<file path="src/common/pfs_pkg.sv">
/*
 * shared constants for the program flash self access block: register
 * offsets, control bit positions, pointer modes and the cycle timer.
 * assumes a 25 MHz core clock and an 8-bit apb byte address.
 */
package pfs_pkg;
	// apb byte offsets, one aligned word each
	localparam logic [7:0] OFS_CTRL   = 8'h00; // nvm_access_control
	localparam logic [7:0] OFS_UNLOCK = 8'h04; // unlock_port
	localparam logic [7:0] OFS_LATCH  = 8'h08; // byte_latch
	localparam logic [7:0] OFS_PTRL   = 8'h0c; // flash_pointer_low
	localparam logic [7:0] OFS_PTRH   = 8'h10; // flash_pointer_high
	localparam logic [7:0] OFS_PTRU   = 8'h14; // flash_pointer_upper
	localparam logic [7:0] OFS_TBLOP  = 8'h18; // table operation command
	localparam logic [7:0] OFS_FLAGS  = 8'h1c; // done flag and busy
	// control register bit positions
	localparam int BIT_SPACE  = 7;
	localparam int BIT_CFG    = 6;
	localparam int BIT_ERASE  = 4;
	localparam int BIT_ABORT  = 3;
	localparam int BIT_PERMIT = 2;
	localparam int BIT_WR     = 1;
	localparam int BIT_RD     = 0;
	// table operation command fields
	localparam int BIT_FETCH  = 0;
	localparam int BIT_STORE  = 1;
	localparam int BIT_MODE   = 2;
	// flags register fields
	localparam int BIT_DONE   = 0;
	localparam int BIT_BUSY   = 1;
	// unlock values
	localparam logic [7:0] UNLOCK_FIRST  = 8'h55;
	localparam logic [7:0] UNLOCK_SECOND = 8'haa;
	// pointer geometry
	localparam int PTR_W   = 22;
	localparam int STEP_W  = 21;
	localparam int HOLD_N  = 8;
	localparam int BLK_LSB = 3;
	localparam int ROW_LSB = 6;
	// self-timed cycle length
	localparam int CLK_MHZ     = 25;
	localparam int PROG_TIME_US = 2000;
	localparam int PROG_CYCLES = PROG_TIME_US * CLK_MHZ;
	localparam int TMR_W       = 17;
	// word returned for an undecodable fetch
	localparam logic [15:0] NOP_WORD = 16'h0000;
	typedef enum logic [1:0] {
		PM_KEEP,
		PM_POST_INC,
		PM_POST_DEC,
		PM_PRE_INC
	} pfs_mode_t;
	typedef enum logic [1:0] {
		ST_IDLE,
		ST_READ,
		ST_CAP,
		ST_CYCLE
	} pfs_state_t;
endpackage : pfs_pkg

</file>
<file path="src/common/pfs_tbl_if.sv">
/*
 * carrier between the control core, the pointer unit and the holding
 * registers. assumes all three run on the same clock.
 */
`timescale 1ns/1ns
interface pfs_tbl_if;
	import pfs_pkg::*;
	logic [PTR_W-1:0]    ptr;
	logic [PTR_W-1:0]    acc_addr;
	logic [2:0]          byte_we;
	logic [7:0]          wdata;
	logic                step;
	pfs_mode_t           mode;
	logic                store;
	logic [7:0]          latch;
	logic [8*HOLD_N-1:0] block;
	modport ctl (output byte_we, wdata, step, mode, store, latch,
		input ptr, acc_addr, block);
	modport ptr_side (input byte_we, wdata, step, mode,
		output ptr, acc_addr);
	modport hold_side (input store, latch, acc_addr, output block);
endinterface : pfs_tbl_if

</file>
<file path="src/core/pfs_ptr.sv">
/*
 * 22-bit table pointer built from three software bytes, with the four
 * step modes. assumes rst covers both warm and power-on reset.
 */
`timescale 1ns/1ns
module pfs_ptr (
	input wire logic clk,
	input wire logic rst,
	pfs_tbl_if.ptr_side tif
);
	import pfs_pkg::*;
	logic [PTR_W-1:0]  ptr;
	logic [PTR_W-1:0]  next_ptr;
	logic [STEP_W-1:0] low_inc;
	logic [STEP_W-1:0] low_dec;

	// one 21-bit counter, top bit never stepped
	assign low_inc = ptr[STEP_W-1:0] + 21'h000001;
	assign low_dec = ptr[STEP_W-1:0] - 21'h000001;

	// access address: pre-increment uses the stepped value
	always_comb begin
		if (tif.mode == PM_PRE_INC)
			tif.acc_addr = {ptr[PTR_W-1], low_inc};
		else
			tif.acc_addr = ptr;
	end
	assign tif.ptr = ptr;

	// byte loads from software, then the mode step on a table op
	always_comb begin
		next_ptr = ptr;
		if (tif.byte_we[0])
			next_ptr[7:0] = tif.wdata;
		if (tif.byte_we[1])
			next_ptr[15:8] = tif.wdata;
		if (tif.byte_we[2])
			next_ptr[PTR_W-1:16] = tif.wdata[5:0];
		if (tif.step) begin
			case (tif.mode)
				PM_POST_INC, PM_PRE_INC: next_ptr[STEP_W-1:0] = low_inc;
				PM_POST_DEC:             next_ptr[STEP_W-1:0] = low_dec;
				default:                 next_ptr = ptr;
			endcase
		end
	end

	always_ff @(posedge clk) begin
		if (rst)
			ptr <= '0;
		else
			ptr <= next_ptr;
	end
endmodule : pfs_ptr

</file>
<file path="src/core/pfs_hold.sv">
/*
 * eight program holding registers loaded by table stores.
 * assumes store is a one-cycle pulse and acc_addr is stable with it.
 */
`timescale 1ns/1ns
module pfs_hold (
	input wire logic clk,
	input wire logic rst,
	pfs_tbl_if.hold_side tif
);
	import pfs_pkg::*;
	logic [7:0] hold      [HOLD_N];
	logic [7:0] next_hold [HOLD_N];

	// one entry per byte lane, picked by pointer bits 2:0
	for (genvar i = 0; i < HOLD_N; i++) begin : g_hold
		always_comb begin
			next_hold[i] = hold[i];
			if (tif.store && tif.acc_addr[2:0] == 3'(i))
				next_hold[i] = tif.latch;
		end
		always_ff @(posedge clk) begin
			if (rst)
				hold[i] <= 8'h00;
			else
				hold[i] <= next_hold[i];
		end
		assign tif.block[8*i +: 8] = hold[i];
	end
endmodule : pfs_hold

</file>
<file path="src/core/pfs_top.sv">
/*
 * program flash self access unit: apb registers, byte latch, table
 * fetch and store, unlock check, self-timed write and row erase.
 * assumes a flash array that returns a byte one cycle after flash_rd
 * and a core decoder that flags whether a fetched word is legal.
 */
//
// Contract
// - flash is programmed only as whole 8-byte blocks from holding regs
// - row erase clears the 64-byte row at pointer 21:6, ignores 5:0
// - no whole-array erase can be started from the core
// - instruction fetch stops while a write or erase runs
// - an internal timer ends each write and erase cycle
// - a fetched word that decodes to nothing executes as no-op
// - table fetch copies the pointed byte into the byte latch
// - table store fills a holding register only, not flash
// - unlock port has no storage and reads as zero
// - control bit 7 selects flash when set, eeprom when clear
// - control bit 6 selects configuration space when set
// - erase bit turns the next start into a row erase, cleared after
// - start is refused while the permit bit is clear
// - clearing permit does not stop a running cycle
// - warm reset during a cycle sets the abort flag, keeps select bits
// - start bits are set-only; hardware clears them; read is one cycle
// - read start is ignored while flash space is selected
// - done flag sets on completion and stays until cleared
// - pointer is 22 bits; fetch uses all, top bit picks id space
// - each table op applies one pointer mode on the low 21 bits
// - store picks holding reg by bits 2:0; write block by 21:3
`timescale 1ns/1ns
module pfs_top #(
	parameter logic [pfs_pkg::TMR_W-1:0] PROG_CYCLES =
		pfs_pkg::TMR_W'(pfs_pkg::PROG_CYCLES)
) (
	input  wire logic                    clk,
	input  wire logic                    sys_rst,
	input  wire logic                    por,
	input  wire logic                    psel,
	input  wire logic                    penable,
	input  wire logic                    pwrite,
	input  wire logic [7:0]              paddr,
	input  wire logic [31:0]             pwdata,
	output logic [31:0]                  prdata,
	output logic                         pready,
	output logic                         pslverr,
	output logic [pfs_pkg::PTR_W-1:0]    flash_addr,
	output logic                         flash_rd,
	input  wire logic [7:0]              flash_rdata,
	output logic                         flash_prog,
	output logic                         flash_erase,
	output logic [63:0]                  flash_wdata,
	output logic                         flash_space,
	output logic                         flash_cfg,
	input  wire logic                    fetch_req,
	input  wire logic [15:0]             fetch_word,
	input  wire logic                    fetch_legal,
	output logic [15:0]                  instr_word,
	output logic                         instr_ok,
	output logic                         fetch_stall
);
	import pfs_pkg::*;

	pfs_tbl_if tif ();

	// control register fields
	logic                space_select;
	logic                config_select;
	logic                row_erase;
	logic                cycle_abort_flag;
	logic                program_permit;
	logic                wr_start;
	logic                rd_start;
	logic                nvm_done_flag;
	logic [7:0]          byte_latch;
	logic [1:0]          unlock_stage;
	pfs_state_t          state;
	pfs_mode_t           op_mode;
	logic [TMR_W-1:0]    tmr;
	logic                next_space_select;
	logic                next_config_select;
	logic                next_row_erase;
	logic                next_cycle_abort_flag;
	logic                next_program_permit;
	logic                next_wr_start;
	logic                next_rd_start;
	logic                next_nvm_done_flag;
	logic [7:0]          next_byte_latch;
	logic [1:0]          next_unlock_stage;
	pfs_state_t          next_state;
	pfs_mode_t           next_op_mode;
	logic [TMR_W-1:0]    next_tmr;
	logic [PTR_W-1:0]    next_flash_addr;
	logic                next_flash_rd;
	logic                next_flash_prog;
	logic                next_flash_erase;
	logic [63:0]         next_flash_wdata;
	logic [15:0]         next_instr_word;
	logic                next_instr_ok;
	logic [31:0]         next_prdata;
	logic                next_pready;
	logic                next_pslverr;
	// apb decode
	logic                wr_acc;
	logic                rd_setup;
	logic                mapped;
	logic [7:0]          wd;
	logic [7:0]          ctrl_view;
	logic                fetch_go;
	logic                store_go;
	logic                start_ok;

	pfs_ptr u_ptr (
		.clk (clk),
		.rst (sys_rst | por),
		.tif (tif)
	);

	pfs_hold u_hold (
		.clk (clk),
		.rst (sys_rst | por),
		.tif (tif)
	);

	// a write takes effect at the edge where pready is sampled high
	assign wr_acc   = psel & penable & pready & pwrite;
	assign rd_setup = psel & penable & ~pready;
	assign wd       = pwdata[7:0];
	assign mapped   = (paddr == OFS_CTRL)  || (paddr == OFS_UNLOCK) ||
	                  (paddr == OFS_LATCH) || (paddr == OFS_PTRL)   ||
	                  (paddr == OFS_PTRH)  || (paddr == OFS_PTRU)   ||
	                  (paddr == OFS_TBLOP) || (paddr == OFS_FLAGS);

	assign ctrl_view = {space_select, config_select, 1'b0, row_erase,
	                    cycle_abort_flag, program_permit, wr_start,
	                    rd_start};

	// table operations only run from idle; others are dropped
	assign fetch_go = wr_acc && paddr == OFS_TBLOP &&
	                  wd[BIT_FETCH] && state == ST_IDLE;
	assign store_go = wr_acc && paddr == OFS_TBLOP &&
	                  wd[BIT_STORE] && !wd[BIT_FETCH] &&
	                  state == ST_IDLE;

	// start needs permit, a fresh unlock and an idle engine
	assign start_ok = wr_acc && paddr == OFS_CTRL && wd[BIT_WR] &&
	                  program_permit &&
	                  unlock_stage == 2'd2 &&
	                  state == ST_IDLE;

	// wiring into the pointer and holding units
	assign tif.byte_we[0] = wr_acc && paddr == OFS_PTRL && state == ST_IDLE;
	assign tif.byte_we[1] = wr_acc && paddr == OFS_PTRH && state == ST_IDLE;
	assign tif.byte_we[2] = wr_acc && paddr == OFS_PTRU && state == ST_IDLE;
	assign tif.wdata      = wd;
	assign tif.step       = fetch_go | store_go;
	assign tif.mode       = (fetch_go | store_go) ?
	                        pfs_mode_t'(wd[BIT_MODE +: 2]) : op_mode;
	assign tif.store      = store_go;
	assign tif.latch      = byte_latch;

	// apb answer: one wait cycle, registered read data
	always_comb begin
		next_pready  = psel & penable & ~pready;
		next_pslverr = rd_setup & ~mapped;
		next_prdata  = prdata;
		if (rd_setup) begin
			case (paddr)
				OFS_CTRL:   next_prdata = {24'h000000, ctrl_view};
				OFS_UNLOCK: next_prdata = 32'h00000000;
				OFS_LATCH:  next_prdata = {24'h000000, byte_latch};
				OFS_PTRL:   next_prdata = {24'h000000, tif.ptr[7:0]};
				OFS_PTRH:   next_prdata = {24'h000000, tif.ptr[15:8]};
				OFS_PTRU:   next_prdata = {26'h0000000,
				                           tif.ptr[PTR_W-1:16]};
				OFS_TBLOP:  next_prdata = {28'h0000000, op_mode, 2'b00};
				OFS_FLAGS:  next_prdata = {30'h00000000,
				                           state != ST_IDLE,
				                           nvm_done_flag};
				default:    next_prdata = 32'h00000000;
			endcase
		end
	end

	always_ff @(posedge clk) begin
		if (sys_rst | por) begin
			pready  <= 1'b0;
			pslverr <= 1'b0;
			prdata  <= 32'h00000000;
		end else begin
			pready  <= next_pready;
			pslverr <= next_pslverr;
			prdata  <= next_prdata;
		end
	end

	// control, unlock tracking, engine and flash strobes
	always_comb begin
		next_space_select     = space_select;
		next_config_select    = config_select;
		next_row_erase        = row_erase;
		next_cycle_abort_flag = cycle_abort_flag;
		next_program_permit   = program_permit;
		next_wr_start         = wr_start;
		next_rd_start         = 1'b0;
		next_nvm_done_flag    = nvm_done_flag;
		next_byte_latch       = byte_latch;
		next_unlock_stage     = unlock_stage;
		next_state            = state;
		next_op_mode          = op_mode;
		next_tmr              = tmr;
		next_flash_addr       = flash_addr;
		next_flash_rd         = 1'b0;
		next_flash_prog       = 1'b0;
		next_flash_erase      = 1'b0;
		next_flash_wdata      = flash_wdata;

		// unlock: 55h then aah, consumed by the very next write
		if (wr_acc) begin
			if (paddr == OFS_UNLOCK && wd == UNLOCK_FIRST)
				next_unlock_stage = 2'd1;
			else if (paddr == OFS_UNLOCK && wd == UNLOCK_SECOND &&
			         unlock_stage == 2'd1)
				next_unlock_stage = 2'd2;
			else
				next_unlock_stage = 2'd0;
		end

		// software writes to the control register
		if (wr_acc && paddr == OFS_CTRL) begin
			next_space_select     = wd[BIT_SPACE];
			next_config_select    = wd[BIT_CFG];
			next_row_erase        = wd[BIT_ERASE];
			next_cycle_abort_flag = wd[BIT_ABORT];
			next_program_permit   = wd[BIT_PERMIT];
			// read start only outside flash space, one cycle long
			if (wd[BIT_RD] && !wd[BIT_SPACE] && !wr_start)
				next_rd_start = 1'b1;
		end
		if (wr_acc && paddr == OFS_LATCH)
			next_byte_latch = wd;
		if (wr_acc && paddr == OFS_TBLOP && state == ST_IDLE)
			next_op_mode = pfs_mode_t'(wd[BIT_MODE +: 2]);
		// done flag: write one to clear, a completion wins
		if (wr_acc && paddr == OFS_FLAGS && wd[BIT_DONE])
			next_nvm_done_flag = 1'b0;

		case (state)
			ST_IDLE: begin
				if (fetch_go) begin
					next_flash_addr = tif.acc_addr;
					next_flash_rd   = 1'b1;
					next_state      = ST_READ;
				end else if (start_ok) begin
					next_wr_start = 1'b1;
					next_tmr      = PROG_CYCLES - 1'b1;
					next_state    = ST_CYCLE;
					if (row_erase) begin
						next_flash_addr  = {tif.ptr[PTR_W-1:ROW_LSB],
						                    6'h00};
						next_flash_erase = 1'b1;
					end else begin
						next_flash_addr  = {tif.ptr[PTR_W-1:BLK_LSB],
						                    3'h0};
						next_flash_wdata = tif.block;
						next_flash_prog  = 1'b1;
					end
				end
			end
			ST_READ: begin
				next_state = ST_CAP;
			end
			ST_CAP: begin
				next_byte_latch = flash_rdata;
				next_state      = ST_IDLE;
			end
			ST_CYCLE: begin
				// self-timed, not affected by the permit bit
				if (tmr == '0) begin
					next_wr_start      = 1'b0;
					next_row_erase     = 1'b0;
					next_nvm_done_flag = 1'b1;
					next_state         = ST_IDLE;
				end else begin
					next_tmr = tmr - 1'b1;
				end
			end
			default: next_state = ST_IDLE;
		endcase

		// warm reset: note a cut-short cycle, keep the select bits
		if (sys_rst) begin
			next_cycle_abort_flag = cycle_abort_flag |
			                        (state == ST_CYCLE);
			next_space_select     = space_select;
			next_config_select    = config_select;
			next_row_erase        = 1'b0;
			next_program_permit   = 1'b0;
			next_wr_start         = 1'b0;
			next_rd_start         = 1'b0;
			next_nvm_done_flag    = 1'b0;
			next_byte_latch       = 8'h00;
			next_unlock_stage     = 2'd0;
			next_state            = ST_IDLE;
			next_op_mode          = PM_KEEP;
			next_tmr              = '0;
			next_flash_addr       = '0;
			next_flash_rd         = 1'b0;
			next_flash_prog       = 1'b0;
			next_flash_erase      = 1'b0;
			next_flash_wdata      = 64'h0000000000000000;
		end
	end

	always_ff @(posedge clk) begin
		if (por) begin
			space_select     <= 1'b0;
			config_select    <= 1'b0;
			row_erase        <= 1'b0;
			cycle_abort_flag <= 1'b0;
			program_permit   <= 1'b0;
			wr_start         <= 1'b0;
			rd_start         <= 1'b0;
			nvm_done_flag    <= 1'b0;
			byte_latch       <= 8'h00;
			unlock_stage     <= 2'd0;
			state            <= ST_IDLE;
			op_mode          <= PM_KEEP;
			tmr              <= '0;
			flash_addr       <= '0;
			flash_rd         <= 1'b0;
			flash_prog       <= 1'b0;
			flash_erase      <= 1'b0;
			flash_wdata      <= 64'h0000000000000000;
		end else begin
			space_select     <= next_space_select;
			config_select    <= next_config_select;
			row_erase        <= next_row_erase;
			cycle_abort_flag <= next_cycle_abort_flag;
			program_permit   <= next_program_permit;
			wr_start         <= next_wr_start;
			rd_start         <= next_rd_start;
			nvm_done_flag    <= next_nvm_done_flag;
			byte_latch       <= next_byte_latch;
			unlock_stage     <= next_unlock_stage;
			state            <= next_state;
			op_mode          <= next_op_mode;
			tmr              <= next_tmr;
			flash_addr       <= next_flash_addr;
			flash_rd         <= next_flash_rd;
			flash_prog       <= next_flash_prog;
			flash_erase      <= next_flash_erase;
			flash_wdata      <= next_flash_wdata;
		end
	end

	// core fetch path: stalled during a cycle, bad words become no-op
	always_comb begin
		next_instr_word = instr_word;
		next_instr_ok   = 1'b0;
		if (fetch_req && state != ST_CYCLE) begin
			next_instr_word = fetch_legal ? fetch_word : NOP_WORD;
			next_instr_ok   = 1'b1;
		end
		if (sys_rst) begin
			next_instr_word = NOP_WORD;
			next_instr_ok   = 1'b0;
		end
	end

	always_ff @(posedge clk) begin
		if (por) begin
			instr_word  <= NOP_WORD;
			instr_ok    <= 1'b0;
			fetch_stall <= 1'b0;
			flash_space <= 1'b0;
			flash_cfg   <= 1'b0;
		end else begin
			instr_word  <= next_instr_word;
			instr_ok    <= next_instr_ok;
			fetch_stall <= (next_state == ST_CYCLE);
			flash_space <= next_space_select;
			flash_cfg   <= next_config_select;
		end
	end
endmodule : pfs_top

</file>
<file path="config.mk">
export PLATFORM = sky130hd
export DESIGN_NAME = pfs_top
export DESIGN_NICKNAME = d
export VERILOG_FILES = /design/src/common/pfs_pkg.sv /design/src/common/pfs_tbl_if.sv /design/src/core/pfs_ptr.sv /design/src/core/pfs_hold.sv /design/src/core/pfs_top.sv
export SDC_FILE = /design/constraint.sdc
export NUM_CORES = 1
export LEC_CHECK = 0
export ABC_CLOCK_PERIOD_IN_PS = 5500
export BUFFER_PORTS_ARGS = -buffer_cell sky130_fd_sc_hd__buf_2
export CAP_MARGIN = 20
export CORE_MARGIN = 8
export CORE_UTILIZATION = 55
export DETAILED_ROUTE_END_ITERATION = 7
export GPL_TIMING_DRIVEN = 0
export PLACE_DENSITY_LB_ADDON = 0.05
export SLEW_MARGIN = 40
export SYNTH_ARGS = -nofsm -noshare
export SYNTH_HDL_FRONTEND = slang
export SYNTH_SLANG_ARGS = --single-unit
</file>
<file path="constraint.sdc">
create_clock -name clk -period 5.5 [get_ports clk]
set_clock_uncertainty 0.05 [all_clocks]
set_input_delay 0.275 -clock clk [delete_from_list [all_inputs] [get_ports clk]]
set_output_delay 0.275 -clock clk [all_outputs]
set_load 0.01 [all_outputs]
</file>
==> out/metrics.cfg <==
[run_status]
status=completed

[cells_and_area]
post_route_cells_drive_above_1_share=0.189
nets=1675
multi_input_area_mm2=0.00612
filler_cell_count=1829
flow.area_growth_from_synthesis_pct=20.6
final_common_cell=nand2_1
most-common-layout-cells=nand2_1 (274), dfxtp_1 (242), buf_2 (187)
regArea_mm2=0.00484

[sta]
fmax_ghz=0.309
worst-slew-pin-transition_ns=0.913
rsz0062_at_grt=false
final_min_period_over_clock_period=0.588
final_hold_viol_count=0
worst_slack_ns=2.27
setup_viol_count_final=0
worst_slew_margin_rel=0.390
maxSlewViolCount=0
fin_tns_setup_ns=0
final.hold.worst_slack_ns=0.0163
period_needed_ns=3.23

[yosys]
post_synth_instance_area_mm2=0.0115
yosys_register_bits=242
netlist-cell-type-count=78
sequential_element_share_of_the_synthesized_area=0.420
synth-async-reset-ratio=0
synth-main-ff-cell=dfxtp_1
post_synth_inst_count=1367
synth_enable_flop_cells=0
synth_area_per_cell_um2=8.45
yosys_warnings=0

[route]
wirelength_met1_um=16600
dr.max_layer_used=met5
met3RoutedLength_um=3360
drt_iter0_drc=932
vias_per_cell=5.79
detail_route.wl_per_cell_um=20.2
drcViolationCount=0
via_count=10977
wirelength_routed_um=38300
dr_pass1_iterations=5
wl_met2_um=17200
drtAntennaViolNets=0

[floorplanning]
num_rows=53
boundaryPins=215
core_area_mm2=0.0208
die_height_um=161
design.die.area_mm2=0.0259
die-width_um=161
start_util=0.555

[worst_setup_path]
cpLargestDelayFamily=simple AND/OR/NAND/NOR gates
worstPathArrival_ns=3.59
worst_r2r_startpoint=u_ptr.tif.ptr[1]
critPathMaxStageDelay_ns=0.77
path_depth=8
cp_required_ns=5.85
worst_setup_path_end_kind=flip-flop
rr_endpoint=flash_addr[20]
cpMaxStageDelayCell=nor4_1
startpoint_type=flip-flop
worstRegToRegCells=8
rrSetupSlack_ns=2.27
worstPathMaxFanout=8
critical_path_class=flip-flop to flip-flop
cp_cell_sequence=ha_1, clkbuf_1, inv_2, nor4_1, nand3_1, a2111oi_2, xnor2_1, o21ai_0
critical_path.n_buffers_inverters=2

[place]
globalplace.congestion=0.961
half_perimeter_wire_length_of_the_detailed_placement_result_um=28400
place_ws_ns=2.11
port_buffers=164

[power_and_ir_drop]
power-per-cell-area_mw_per_mm2=273
leakage_nw=5.65
vdd_drop_max_uv=241

[grt]
antenna_found_initial=2
global_route.usage.total=0.283
via_count_of_the_first_global_routing_pass=10745
first_pass_grt_wire_length_um=59300
grt_max_degree=16
residual_overflow_from_global_routing=0

[min_path]
hold_class=input pin to flip-flop
hold_depth=3
hold_start=flash_rdata[4]
end_point_of_the_worst_hold_path=byte_latch[4]

[run]
max_cap_violation_count=0

[clock_tree]
clock_path_buffers=3
path_clk_slew_ns=0.07
cts_buffer_count=25
tritoncts_clock_tree=yes
count_of_clock_tree_sinks=242
clockRootBuffer=clkbuf_16
ctsHtreeMaxLevel=1
worst_skew_late_latency_ns=0.55

## area by class of cell
type,instances,area share
antenna,2,0.000360
buffer,126,0.0440
clock buffer,29,0.0475
clock inverter,17,0.0189
inverter,20,0.00539
multi-input combinational,1002,0.439
sequential,242,0.348
tap,275,0.0247
timing repair buffer,182,0.0719
## worst max path at each step
stage,start,to,slack [ns]
5_1_grt,u_ptr.tif.ptr[1],flash_addr[20],2.08
4_1_cts,u_ptr.tif.ptr[1],flash_addr[20],2.34
6_report,u_ptr.tif.ptr[1],flash_addr[20],2.27
3_5_place_dp,paddr[1],flash_wdata[23],2.11
3_3_place_gp,paddr[1],flash_wdata[45],2.20
2_1_floorplan,u_ptr.tif.ptr[0],u_ptr.tif.ptr[20],3.11
## worst register-to-register path: stages, from the launching register on
cell       delay [ns]
dfxtp_1          0.51
ha_1             0.21
clkbuf_1         0.41
inv_2            0.19
nor4_1           0.77
nand3_1          0.35
a2111oi_2        0.34
xnor2_1          0.18
o21ai_0          0.09
## power breakdown
part | internal (mW) | switching (mW) | leakage, nW
Sequential | 1.76 | 0.00167 | 1.95
Clock | 1.15 | 0.728 | 0.440
Combinational | 0.0564 | 0.114 | 3.26
## synth_stat cells (5+ instances only)
| master | count | area (um2) |
|---|---|---|
| clkbuf_1 | 71 | 267 |
| nor3_1 | 32 | 160 |
| nand4_1 | 24 | 150 |
| nand2_1 | 274 | 1030 |
| o211ai_1 | 9 | 67.6 |
| nand2b_1 | 6 | 37.5 |
| xor2_1 | 12 | 105 |
| mux2_2 | 8 | 90.1 |
| and3_1 | 17 | 106 |
| a211oi_1 | 32 | 240 |
| mux2i_1 | 92 | 921 |
| a22o_1 | 18 | 158 |
| or3_1 | 9 | 56.3 |
| nor2b_1 | 5 | 31.3 |
| buf_2 | 23 | 115 |
| inv_1 | 19 | 71.3 |
| dfxtp_1 | 242 | 4840 |
| o21ai_0 | 45 | 225 |
| or4_1 | 6 | 45.0 |
| a22oi_1 | 8 | 60.1 |
| xnor2_1 | 26 | 228 |
| nor4_1 | 16 | 100 |
| nor2_1 | 83 | 312 |
| and2_1 | 13 | 81.3 |
| buf_4 | 29 | 218 |
| nand3_1 | 32 | 160 |
| a31oi_1 | 7 | 43.8 |
| o22ai_1 | 6 | 37.5 |
| a21oi_1 | 102 | 510 |
## flip-flops by register name, summed over array words and instances (netlist names), 2 cells and up
name           count
u_hold.hold       64
instr_word        16
prdata             8
unlock_stage       2
flash_addr        22
u_ptr.tif.ptr     22
state              2
byte_latch         8
op_mode            2
flash_wdata       64
tmr               17
## through the flow
step	cells	total power, mW	cell area, um2	util
5_1_grt	1893	3.90	13900	0.668
3_5_place_dp	1829	1.95	12800	0.615
4_1_cts	1893	3.82	13900	0.668
2_1_floorplan	1390	1.89	11600	-
6_report	1895	3.81	13900	0.669
3_3_place_gp	1829	1.95	12800	0.615
## what timing repair did
item / in CTS / in global routing
hold buffers: 18 / 0
buffers inserted: 0 / 0
resized for setup: 0 / 0
endpoints found under the hold margin: 20 / 0
setup endpoints to repair: 0 / 0
## metal layers
metal,vias to the layer above,global-route usage
met3,77,0.0653
met4,2,0.0901
met5,-,0
li1,5272,-
met1,5157,0.370
met2,469,0.455
## cell families (layout without fill, tap and decap cells)
logic type | Yosys count | in the layout | share of synthesized area
flip-flops | 242 | 242 | 0.420
AO/OA/AOI/OAI | 292 | 292 | 0.182
XOR/XNOR | 38 | 38 | 0.0288
buffers and inverters | 146 | 374 | 0.0594
other | 1 | 26 | 0.000325
multiplexers | 100 | 100 | 0.0876
AND/OR/NAND/NOR | 544 | 544 | 0.218
adder cells (fa/ha/maj) | 4 | 4 | 0.00433
No activity file was read; power rests on OpenSTA's default activity.
